==> config.mk <==
export PLATFORM = sky130hd
export DESIGN_NAME = timr_sequencer
export DESIGN_NICKNAME = d
export VERILOG_FILES = /design/src/hw/timr_sequencer.v /design/src/hw/timr_sync.v /design/src/hw/timr_prealu.v
export VERILOG_INCLUDE_DIRS = /design/src /design/src/hw
export SDC_FILE = /design/constraint.sdc
export NUM_CORES = 2
export LEC_CHECK = 0
export ABC_CLOCK_PERIOD_IN_PS = 259600
export BUFFER_PORTS_ARGS = -buffer_cell sky130_fd_sc_hd__buf_2
export CAP_MARGIN = 20
export CORE_ASPECT_RATIO = 1.2
export CORE_MARGIN = 2
export CORE_UTILIZATION = 30
export DETAILED_ROUTE_END_ITERATION = 12
export MAX_ROUTING_LAYER = met4
export SLEW_MARGIN = 20
export SYNTH_ARGS = -nofsm -noshare
export SYNTH_HDL_FRONTEND = slang
export SYNTH_HIERARCHICAL = 1
export SYNTH_SLANG_ARGS = --single-unit
==> constraint.sdc <==
create_clock -name clk_sys -period 259.6 [get_ports clk_sys]
set_clock_uncertainty 0.05 [all_clocks]
set_input_delay 51.92 -clock clk_sys [delete_from_list [all_inputs] [get_ports clk_sys]]
set_output_delay 51.92 -clock clk_sys [all_outputs]
set_load 0.005 [all_outputs]
==> src/hw/timr_regs.vh <==
`ifndef TIMR_REGS_VH
`define TIMR_REGS_VH
// Write map (write-only): control 0..6, multiplier 7..9, loop adjust 10
`define TIMR_A_CTRL0     4'h0
`define TIMR_A_CTRL1     4'h1
`define TIMR_A_CTRL2     4'h2
`define TIMR_A_CTRL6     4'h6
`define TIMR_A_MUL0      4'h7
`define TIMR_A_MUL1      4'h8
`define TIMR_A_MUL2      4'h9
`define TIMR_A_LOOPADJ   4'ha
// Read map: results 0..7, status 8..9, adjust proposal 10
`define TIMR_A_STAT0     4'h8
`define TIMR_A_STAT1     4'h9
`define TIMR_A_PROPOSAL  4'ha
// Control 0 fields
`define TIMR_C0_CALRUN   7
`define TIMR_C0_DOCAL    6
`define TIMR_C0_DOMUL    5
`define TIMR_C0_LONG     4
`define TIMR_C0_AUTOCAL  3
// Control 1 fields
`define TIMR_C1_REGRES   7
`define TIMR_C1_COMB     6
// Control 2: hit select nibbles, control 3 low bits: hit count
`define TIMR_A_CTRL3     4'h3
`define TIMR_RESET8      8'h00
// Timing
`define TIMR_STOP_GAP_NS 25
`define TIMR_CLK_NS      8
`define TIMR_SPAN_LSB    16'h4000
// ALU step counts in ALU clock ticks
`define TIMR_CAL_STEPS   5'h10
`define TIMR_MUL_STEPS   5'h18
`endif

==> src/hw/timr_sequencer.v <==
`timescale 1ns/1ps
`include "timr_regs.vh"
// Overview of operation
// - Long range: fine interval from start to next cal edge, then coarse count.
// - Long range: stop restarts fine unit; next cal edge ends second interval.
// - Calibration run measures one and two cal periods, stores both values.
// - Coarse counter is 16 bits of cal periods, one count per cal edge.
// - Long range uses stop 1 only, up to four hits.
// - Long range results reference start only, no stop differences.
// - Long range next stop accepted once two cal periods and at least 25 ns have both passed.
// - Combined mode: one channel, four hits, stop 2 ignored.
// - Combined mode in long range captures at most three hits.
// - Regulated mode: no start, two channels, four hits, stop differences.
// - Regulated mode span over half range is invalid.
// - Regulated mode exposes lock flag; falls back and returns automatically.
// - Regulated mode works with combined mode, not in long range.
// - Control 0 bit 7 starts calibration; cleared by device when done.
// - Autocalibration starts once selected hits seen on each channel in use.
// - Pre-ALU converts selected raw values without a clock.
// - Main ALU passes, corrects, calibrates, multiplies by 24-bit factor.
// - 16-bit main ALU on adjustable internal tick, about 1.7 us total at the default divider.
// - Eight 16-bit results; uncalibrated uses one, calibrated uses two.
// - Results fill 0 to 7 then wrap.
// - Result reads have no side effects.
// - Seven control, four value registers written; results, status, proposal read.
// - Control 0 bit 4 selects long range.
// - Control and value registers are write-only.
module timr_sequencer
#(
    parameter FINE_W  = 15,
    parameter ALU_DIV = 8'h04
)
(
    input  wire        clk_sys,
    input  wire        reset_n,
    input  wire        startPin,
    input  wire        stop1Pin,
    input  wire        stop2Pin,
    input  wire        calClkPin,
    input  wire [3:0]  regAddr,
    input  wire [7:0]  regWrData,
    input  wire        regWr,
    input  wire        regRd,
    input  wire        pllLocked,
    input  wire [7:0]  pllProposal,
    output reg  [7:0]  regRdData_r,
    output reg  [7:0]  loopAdjust_r,
    output reg         regulatedActive_r
);
    localparam [FINE_W-1:0] FINE_MAX = {FINE_W{1'b1}};
    // Stop spacing: 25 ns rounded up to cycles, and two cal edges counted; both must pass
    localparam [7:0] GAP_CYC = (`TIMR_STOP_GAP_NS + `TIMR_CLK_NS - 1) / `TIMR_CLK_NS;
    localparam [2:0] S_IDLE = 3'h0, S_FINE1 = 3'h1, S_COARSE = 3'h2,
                     S_FINE2 = 3'h3, S_CAL1 = 3'h4, S_CAL2 = 3'h5, S_CALSYNC = 3'h6;
    localparam [2:0] A_IDLE = 3'h0, A_CAL = 3'h1, A_MUL = 3'h2, A_STORE = 3'h3;

    // Synchronised pins
    wire startS, stop1S, stop2S, calS;
    reg  startD_r, stop1D_r, stop2D_r, calD_r;
    wire startEdge = startS & ~startD_r;
    wire stop1Edge = stop1S & ~stop1D_r;
    wire stop2Edge = stop2S & ~stop2D_r;
    wire calEdge   = calS & ~calD_r;

    timr_sync uSyncSta (.clk_sys(clk_sys), .reset_n(reset_n), .pinIn(startPin),
                        .pinSync_r(startS));
    timr_sync uSyncSp1 (.clk_sys(clk_sys), .reset_n(reset_n), .pinIn(stop1Pin),
                        .pinSync_r(stop1S));
    timr_sync uSyncSp2 (.clk_sys(clk_sys), .reset_n(reset_n), .pinIn(stop2Pin),
                        .pinSync_r(stop2S));
    timr_sync uSyncCal (.clk_sys(clk_sys), .reset_n(reset_n), .pinIn(calClkPin),
                        .pinSync_r(calS));

    // Previous synced levels; reset to the idle low so no false edge follows reset
    always @(posedge clk_sys or negedge reset_n)
    begin
        if (!reset_n)
            {startD_r, stop1D_r, stop2D_r, calD_r} <= 4'h0;
        else
            {startD_r, stop1D_r, stop2D_r, calD_r} <= {startS, stop1S, stop2S, calS};
    end

    // Write-only registers
    reg [7:0]  ctrl_r [0:6];
    reg [23:0] mulFactor_r;
    wire longRange = ctrl_r[0][`TIMR_C0_LONG];
    wire combined  = ctrl_r[1][`TIMR_C1_COMB];
    // Regulated mode never runs in the long range
    wire regulated = ctrl_r[1][`TIMR_C1_REGRES] & ~longRange;
    wire [2:0] hitLimit = (combined & longRange) ? 3'h3 : 3'h4;

    // Measurement state
    reg [2:0]        mState_r;
    reg [FINE_W-1:0] fineCnt_r;
    reg [15:0]       coarse_r;
    reg [15:0]       raw_r [0:3];
    reg [2:0]        hits1_r, hits2_r;
    reg [7:0]        gapCnt_r;
    reg [1:0]        gapEdges_r;
    reg [15:0]       cal1_r, cal2_r;
    reg              calBusy_r, calDone_r, spanErr_r, timeout_r;
    reg [15:0]       span_r;
    reg              spanRun_r;
    wire stop2Used = ~combined & ~longRange;
    wire gapOk     = (gapCnt_r >= GAP_CYC) && (gapEdges_r == 2'h2);
    wire calReq    = ctrl_r[0][`TIMR_C0_CALRUN] & ~calDone_r;     // Bit clears a cycle late
    wire autoHit   = ctrl_r[0][`TIMR_C0_AUTOCAL] &&
                     hits1_r >= ctrl_r[3][2:0] &&
                     (!stop2Used || hits2_r >= ctrl_r[3][2:0]) && ctrl_r[3][2:0] != 3'h0;
    integer i;

    // Measurement sequencer
    always @(posedge clk_sys or negedge reset_n)
    begin
        if (!reset_n)
        begin
            mState_r <= S_IDLE;
            fineCnt_r <= {FINE_W{1'b0}};
            coarse_r <= 16'h0000;
            hits1_r <= 3'h0;
            hits2_r <= 3'h0;
            gapCnt_r <= 8'h00;
            gapEdges_r <= 2'h0;
            cal1_r <= 16'h0000;
            cal2_r <= 16'h0000;
            calBusy_r <= 1'b0;
            calDone_r <= 1'b0;
            spanErr_r <= 1'b0;
            timeout_r <= 1'b0;
            span_r <= 16'h0000;
            spanRun_r <= 1'b0;
            for (i = 0; i < 4; i = i + 1)
                raw_r[i] <= 16'h0000;
        end
        else
        begin
            calDone_r <= 1'b0;
            if (fineCnt_r != FINE_MAX)
                fineCnt_r <= fineCnt_r + 1'b1;
            if (gapCnt_r != 8'hff)
                gapCnt_r <= gapCnt_r + 1'b1;
            if (calEdge && gapEdges_r != 2'h2)
                gapEdges_r <= gapEdges_r + 1'b1;
            // Span watch from first stop in regulated mode
            if (spanRun_r)
            begin
                span_r <= span_r + 1'b1;
                if (span_r >= `TIMR_SPAN_LSB)
                    spanErr_r <= 1'b1;
            end
            case (mState_r)
            S_IDLE:
            begin
                if (calReq || autoHit)
                begin
                    mState_r <= S_CALSYNC;
                    calBusy_r <= 1'b1;
                    fineCnt_r <= {FINE_W{1'b0}};
                    hits1_r <= 3'h0;
                    hits2_r <= 3'h0;
                end
                else if (longRange && startEdge)
                begin
                    mState_r <= S_FINE1;
                    fineCnt_r <= {FINE_W{1'b0}};
                    hits1_r <= 3'h0;
                    timeout_r <= 1'b0;
                end
                else if (!longRange)
                begin
                    if (startEdge && !regulated)
                    begin
                        fineCnt_r <= {FINE_W{1'b0}};               // Start unused when regulated
                        hits1_r <= 3'h0;
                        hits2_r <= 3'h0;
                    end
                    if (regulated && (stop1Edge || stop2Edge) && !spanRun_r)
                    begin
                        spanRun_r <= 1'b1;
                        span_r <= 16'h0000;
                        spanErr_r <= 1'b0;
                    end
                    if (stop1Edge && hits1_r < hitLimit)
                    begin
                        raw_r[hits1_r[1:0]] <= {1'b0, fineCnt_r};
                        hits1_r <= hits1_r + 1'b1;
                    end
                    // Second input ignored when channels combine
                    if (stop2Used && stop2Edge && hits2_r < hitLimit)
                        hits2_r <= hits2_r + 1'b1;
                end
            end
            S_FINE1:
            if (calEdge)
            begin
                raw_r[0] <= {1'b0, fineCnt_r};                     // first fine interval
                coarse_r <= 16'h0000;
                mState_r <= S_COARSE;
            end
            S_COARSE:
            begin
                if (calEdge)
                begin
                    coarse_r <= coarse_r + 1'b1;
                    if (coarse_r == 16'hffff)
                    begin
                        timeout_r <= 1'b1;
                        mState_r <= S_IDLE;
                    end
                end
                // Only stop 1, spaced by the double-pulse gap
                if (stop1Edge && hits1_r < hitLimit && (hits1_r == 3'h0 || gapOk))
                begin
                    fineCnt_r <= {FINE_W{1'b0}};
                    mState_r <= S_FINE2;
                end
            end
            S_FINE2:
            if (calEdge)
            begin
                // Each hit stores coarse and second fine interval, start-referenced
                raw_r[hits1_r[1:0]] <= {1'b0, fineCnt_r} + coarse_r;
                hits1_r <= hits1_r + 1'b1;
                gapCnt_r <= 8'h00;
                gapEdges_r <= 2'h0;
                mState_r <= S_COARSE;
            end
            // Periods are timed from a cal edge, not from the request
            S_CALSYNC:
            if (calEdge)
            begin
                fineCnt_r <= {FINE_W{1'b0}};
                mState_r <= S_CAL1;
            end
            S_CAL1:
            if (calEdge)
            begin
                cal1_r <= {1'b0, fineCnt_r};                       // one period
                mState_r <= S_CAL2;
            end
            S_CAL2:
            if (calEdge)
            begin
                cal2_r <= {1'b0, fineCnt_r};                       // two periods
                calBusy_r <= 1'b0;
                calDone_r <= 1'b1;
                mState_r <= S_IDLE;
            end
            default:
                mState_r <= S_IDLE;
            endcase
            if (!regulated)
                spanRun_r <= 1'b0;
        end
    end

    // Pre-ALU
    wire [15:0] valA, valB;
    timr_prealu uPre (.rawFlat({raw_r[3], raw_r[2], raw_r[1], raw_r[0]}),
                      .selA(ctrl_r[2][2:0]), .selB(ctrl_r[2][6:4]),
                      .halfRes(ctrl_r[6][0]), .valA(valA), .valB(valB));

    // ALU internal tick divider, adjustable through control 6
    reg [7:0] aluDiv_r;
    wire [7:0] aluDivLoad = ctrl_r[6][7:4] == 4'h0 ? ALU_DIV : {4'h0, ctrl_r[6][7:4]};
    wire aluTick = (aluDiv_r == 8'h00);
    always @(posedge clk_sys or negedge reset_n)
    begin
        if (!reset_n)
            aluDiv_r <= 8'h00;
        else
            aluDiv_r <= aluTick ? aluDivLoad : aluDiv_r - 1'b1;
    end

    // Main ALU and result ring
    reg [2:0]  aState_r;
    reg [4:0]  aStep_r;
    reg [15:0] diff_r;
    reg [31:0] work_r;
    reg        aluGo_r;
    reg [15:0] result_r [0:7];
    reg [2:0]  wrPtr_r;
    reg        twoWords_r;
    wire [39:0] prod = work_r[31:16] * mulFactor_r;

    always @(posedge clk_sys or negedge reset_n)
    begin
        if (!reset_n)
        begin
            aState_r <= A_IDLE;
            aStep_r <= 5'h00;
            diff_r <= 16'h0000;
            work_r <= 32'h00000000;
            wrPtr_r <= 3'h0;
            twoWords_r <= 1'b0;
            for (i = 0; i < 8; i = i + 1)
                result_r[i] <= 16'h0000;
        end
        else
        case (aState_r)
        A_IDLE:
        // Wait for any calibration run to finish
        if (aluGo_r && !calBusy_r && mState_r != S_CAL1)
        begin
            // Subtraction of B from A; long range ignores B
            diff_r <= longRange ? valA : valA - valB;
            aStep_r <= 5'h00;
            if (ctrl_r[0][`TIMR_C0_DOCAL] || longRange)
                aState_r <= A_CAL;
            else
            begin
                work_r <= {longRange ? valA : valA - valB, 16'h0000};
                twoWords_r <= 1'b0;                                // pass through
                aState_r <= A_STORE;
            end
        end
        A_CAL:
        if (aluTick)
        begin
            aStep_r <= aStep_r + 1'b1;
            if (aStep_r == `TIMR_CAL_STEPS)
            begin
                // Calibrated value: diff * period / (cal2 - cal1), 16.16 fixed
                work_r <= (cal2_r == cal1_r) ? 32'hffffffff :
                          {diff_r, 16'h0000} / {16'h0000, cal2_r - cal1_r};
                twoWords_r <= 1'b1;
                aStep_r <= 5'h00;
                aState_r <= ctrl_r[0][`TIMR_C0_DOMUL] ? A_MUL : A_STORE;
            end
        end
        A_MUL:
        if (aluTick)
        begin
            aStep_r <= aStep_r + 1'b1;
            if (aStep_r == `TIMR_MUL_STEPS)
            begin
                work_r <= {prod[38:23], work_r[15:0]};              // top factor bit weighs one
                aState_r <= A_STORE;
            end
        end
        A_STORE:
        begin
            result_r[wrPtr_r] <= work_r[31:16];
            if (twoWords_r)
                result_r[wrPtr_r + 3'h1] <= work_r[15:0];
            wrPtr_r <= wrPtr_r + (twoWords_r ? 3'h2 : 3'h1);       // wraps 7 to 0
            aState_r <= A_IDLE;
        end
        default:
            aState_r <= A_IDLE;
        endcase
    end

    // Register writes; the device clears the calibration bit itself
    always @(posedge clk_sys or negedge reset_n)
    begin
        if (!reset_n)
        begin
            for (i = 0; i < 7; i = i + 1)
                ctrl_r[i] <= `TIMR_RESET8;
            mulFactor_r <= 24'h800000;
            loopAdjust_r <= `TIMR_RESET8;
            aluGo_r <= 1'b0;
        end
        else
        begin
            if (aState_r != A_IDLE)
                aluGo_r <= 1'b0;
            if (regWr && regAddr <= `TIMR_A_CTRL6)
                ctrl_r[regAddr[2:0]] <= regWrData;
            if (regWr && regAddr == `TIMR_A_CTRL2)
                aluGo_r <= 1'b1;                                   // writing the instruction launches ALU
            if (regWr && regAddr == `TIMR_A_MUL0)
                mulFactor_r[7:0] <= regWrData;
            if (regWr && regAddr == `TIMR_A_MUL1)
                mulFactor_r[15:8] <= regWrData;
            if (regWr && regAddr == `TIMR_A_MUL2)
                mulFactor_r[23:16] <= regWrData;
            if (regWr && regAddr == `TIMR_A_LOOPADJ)
                loopAdjust_r <= regWrData;
            // Clear after run; a new set written in the same cycle wins
            if (calDone_r && !(regWr && regAddr == `TIMR_A_CTRL0 && regWrData[7]))
                ctrl_r[0][`TIMR_C0_CALRUN] <= 1'b0;
        end
    end

    // Read port: results by address, low/high byte by control 6 bit 1, status, proposal
    always @(posedge clk_sys or negedge reset_n)
    begin
        if (!reset_n)
        begin
            regRdData_r <= 8'h00;
            regulatedActive_r <= 1'b0;
        end
        else
        begin
            // Falls back while unlocked, returns on relock
            regulatedActive_r <= regulated & pllLocked;
            if (regRd)
            begin
                // Pure reads; nothing advances
                if (regAddr < `TIMR_A_STAT0)
                    regRdData_r <= ctrl_r[6][1] ? result_r[regAddr[2:0]][15:8]
                                               : result_r[regAddr[2:0]][7:0];
                else if (regAddr == `TIMR_A_STAT0)
                    regRdData_r <= {calBusy_r, aState_r != A_IDLE, wrPtr_r, hits1_r};
                else if (regAddr == `TIMR_A_STAT1)
                    regRdData_r <= {regulated & pllLocked, spanErr_r, timeout_r,
                                    2'h0, hits2_r};
                else if (regAddr == `TIMR_A_PROPOSAL)
                    regRdData_r <= pllProposal;
                else
                    regRdData_r <= 8'h00;
            end
            else
                regRdData_r <= 8'h00;
        end
    end
endmodule // timr_sequencer

==> src/hw/timr_sync.v <==
`timescale 1ns/1ps
// Two flip-flop synchroniser for one pin level
module timr_sync
(
    input  wire clk_sys,
    input  wire reset_n,
    input  wire pinIn,
    output reg  pinSync_r
);
    reg stage1_r;

    // First stage is only read by the second
    always @(posedge clk_sys or negedge reset_n)
    begin
        if (!reset_n)
        begin
            stage1_r  <= 1'b0;
            pinSync_r <= 1'b0;
        end
        else
        begin
            stage1_r  <= pinIn;
            pinSync_r <= stage1_r;
        end
    end
endmodule // timr_sync

==> src/hw/timr_prealu.v <==
`timescale 1ns/1ps
// Pre-ALU: combinational selection and conversion of raw values
module timr_prealu
(
    input  wire [63:0] rawFlat,
    input  wire [2:0]  selA,
    input  wire [2:0]  selB,
    input  wire        halfRes,
    output wire [15:0] valA,
    output wire [15:0] valB
);
    wire [15:0] rawA;
    wire [15:0] rawB;

    // Data selection picks single raw hits; no clock needed
    assign rawA = {1'b0, rawFlat[selA[1:0]*16 +: 15]};
    assign rawB = {1'b0, rawFlat[selB[1:0]*16 +: 15]};
    // Convert to unsigned integer, optional halving for smoother DNL
    assign valA = halfRes ? {1'b0, rawA[15:1]} : rawA;
    assign valB = halfRes ? {1'b0, rawB[15:1]} : rawB;
endmodule // timr_prealu

==> flow_summary_export.csv <==
group,metric,value,unit
run_status,status,"complete, no violations",
drt,first_pass_iters,7,
clock_tree,cts.path.max_buffers,3,
clock_tree,cts_sinks,430,
clock_tree,clk_pin_slew_worst_paths,0.06,ns
sta,fin_crit,103.64,ns
place,place.gp.congestion,0.9522,
die,die_y,494.3,um
place,dp_hpwl,145.8,mm
sta,slew_headroom,0.2041,
setup_path,endpoint_kind,"flip-flop",
setup_path,worstSetupPathType,"reg -> reg",
drt,wl_per_cell,19.24,um
finish,fin_cells,9991,
sta,setup_slack,155.96,ns
place,dp.cells,9893,
setup_path,worstPathRequired,260.08,ns
setup_path,critPathMaxFanout,32,
sta,hold_viol,0,
die,core_area,198700,um2
drt,drc_errors,0,
drt,drtIter0Drc,4199,
setup_path,max_stage_delay,0.88,ns
sta,finalSetupViolations,0,
clock_tree,cts-root-buf,"clkbuf_16",
clock_tree,clock_latency,0.66,ns
die,die_width,412.6,um
synthesis,avgSynthCellArea,8.025,um2
global_routing,grt_max_degree,103,
die,die_area,203900,um2
global_routing,grt_pass1_vias,54630,
drt,vias_per_cell,5.514,
drt,via_count,55100,
place,portBuffers,45,
sta,timing.fmax,0.009649,GHz
synthesis,synth_area,60100,um2
die,initial_core_util,0.3025,
drt,drt-total-wl,192.2,mm
clock_tree,tritoncts,"yes",
setup_path,cp_slowest_cell,"nor2_1",
sta,rsz0062_at_grt,"false",
finish,final_util,0.3274,
finish,nets,8220,
setup_path,start_kind,"flip-flop",
clock_tree,cts_made_buffers,52,
global_routing,antenna_found_initial,3,
hold_path,min_path_type,"reg -> reg",
finish,n_fill_cell,20880,
clock_tree,holdBufCountCts,0,
sta,slew_violations,0,
finish,drive_above_1_share,0.08200,
sta,tightestPinTransition,1.187,ns
die,io_pins,46,
synthesis,syn_inst,7489,
job,drv_cap,0,
global_routing,grt_first_pass_wirelength,304.2,mm
global_routing,grt_usage,0.1897,
synthesis,ys_warn_count,6,
clock_tree,cts_resized,0,
finish,area_growth,8.220,%
die,rows,179,
setup_path,critPathArrivalTime,104.11,ns
place,pre_cts_slack,157.55,ns
sta,period_share,0.3992,
setup_path,path_common_cell,"o21ai_0",
sta,tns,0,ns
drt,antenna_left,0,
global_routing,grt-ovfl-total,0,
clock_tree,htree_levels,2,
clock_tree,post_cts_buffers,0,
==> registers in the layout (all words and copies together), names as in the netlist, 16 cells and up, named ones only <==
signal       cells
work_r          32
span_r          16
raw_r           60
coarse_r        16
mulFactor_r     24
diff_r          16
result_r       128
ctrl_r          19
==> through the flow <==
stage | hold WS [ns] | cell area, um2
after global placement | 0.2828 | 63040
after global routing | 0.3155 | 65040
after floorplan | 0.2812 | 60100
after detailed placement | 0.2847 | 63040
after CTS | 0.2973 | 65020
final | 0.2972 | 65040
==> final timing paths <==
kind | slack (ns) | from | cells past startpoint | end
min in group asynchronous | 51.24 | reset_n | 1 | mulFactor_r[14]
worst min register to register | 0.30 | uSyncCal/stage1_r | 0 | uSyncCal/pinSync_r
worst max-delay path | 155.96 | cal2_r[0] | 454 | work_r[0]
max in group asynchronous | 205.94 | reset_n | 3 | result_r[30]
worst max register to register | 155.96 | cal2_r[0] | 454 | work_r[0]
worst min-delay path | 0.30 | uSyncCal/stage1_r | 0 | uSyncCal/pinSync_r
==> placed cells by master (no fill, tap or decap), types with 126 or more instances in the layout <==
master	instances
nor3_1	128
o22ai_1	184
o21ai_0	447
and2_1	158
mux2_2	176
a21o_1	161
a21oi_1	606
ha_1	557
fa_1	309
inv_1	562
nor2_1	695
xnor2_1	241
nand2_1	815
xor2_1	126
dfrtp_1	428
==> final cells by class <==
type                       count  area (um2)  share of cell area
inverter                     569        2138             0.03288
multi-input combinational   6128       45910              0.7059
clock inverter                26       461.7            0.007099
antenna                        1       2.502          0.00003848
tap                         2624        3283             0.05048
sequential                   430       10760              0.1655
clock buffer                  71        1513             0.02326
timing repair buffer         142       963.4             0.01481
==> metal layers <==
| metal | track usage | vias up | share of wire |
|---|---|---|---|
| met5 | - | - | 0 |
| met4 | 0.06846 | 0 | 0.040 |
| met3 | 0.01758 | 371 | 0.049 |
| met2 | 0.3185 | 1617 | 0.48 |
| met1 | 0.2366 | 26860 | 0.43 |
| li1 | - | 26250 | - |
==> worst max-delay path, delay by kind of cell (launching register included) <==
| family | cells | cell delay, ns |
|---|---|---|
| AOI/OAI and AO/OA | 278 | 56.78 |
| and+or+nand+nor | 121 | 29.21 |
| adders and majority gates | 34 | 10.77 |
| muxes | 9 | 3.65 |
| buffers and inverters | 11 | 2.37 |
| DFF | 1 | 0.36 |
| xor gates and xnor gates | 1 | 0.14 |
Power is not shown: default switching activity piles up to over one toggle a cycle in this logic, so the estimate is an artifact.
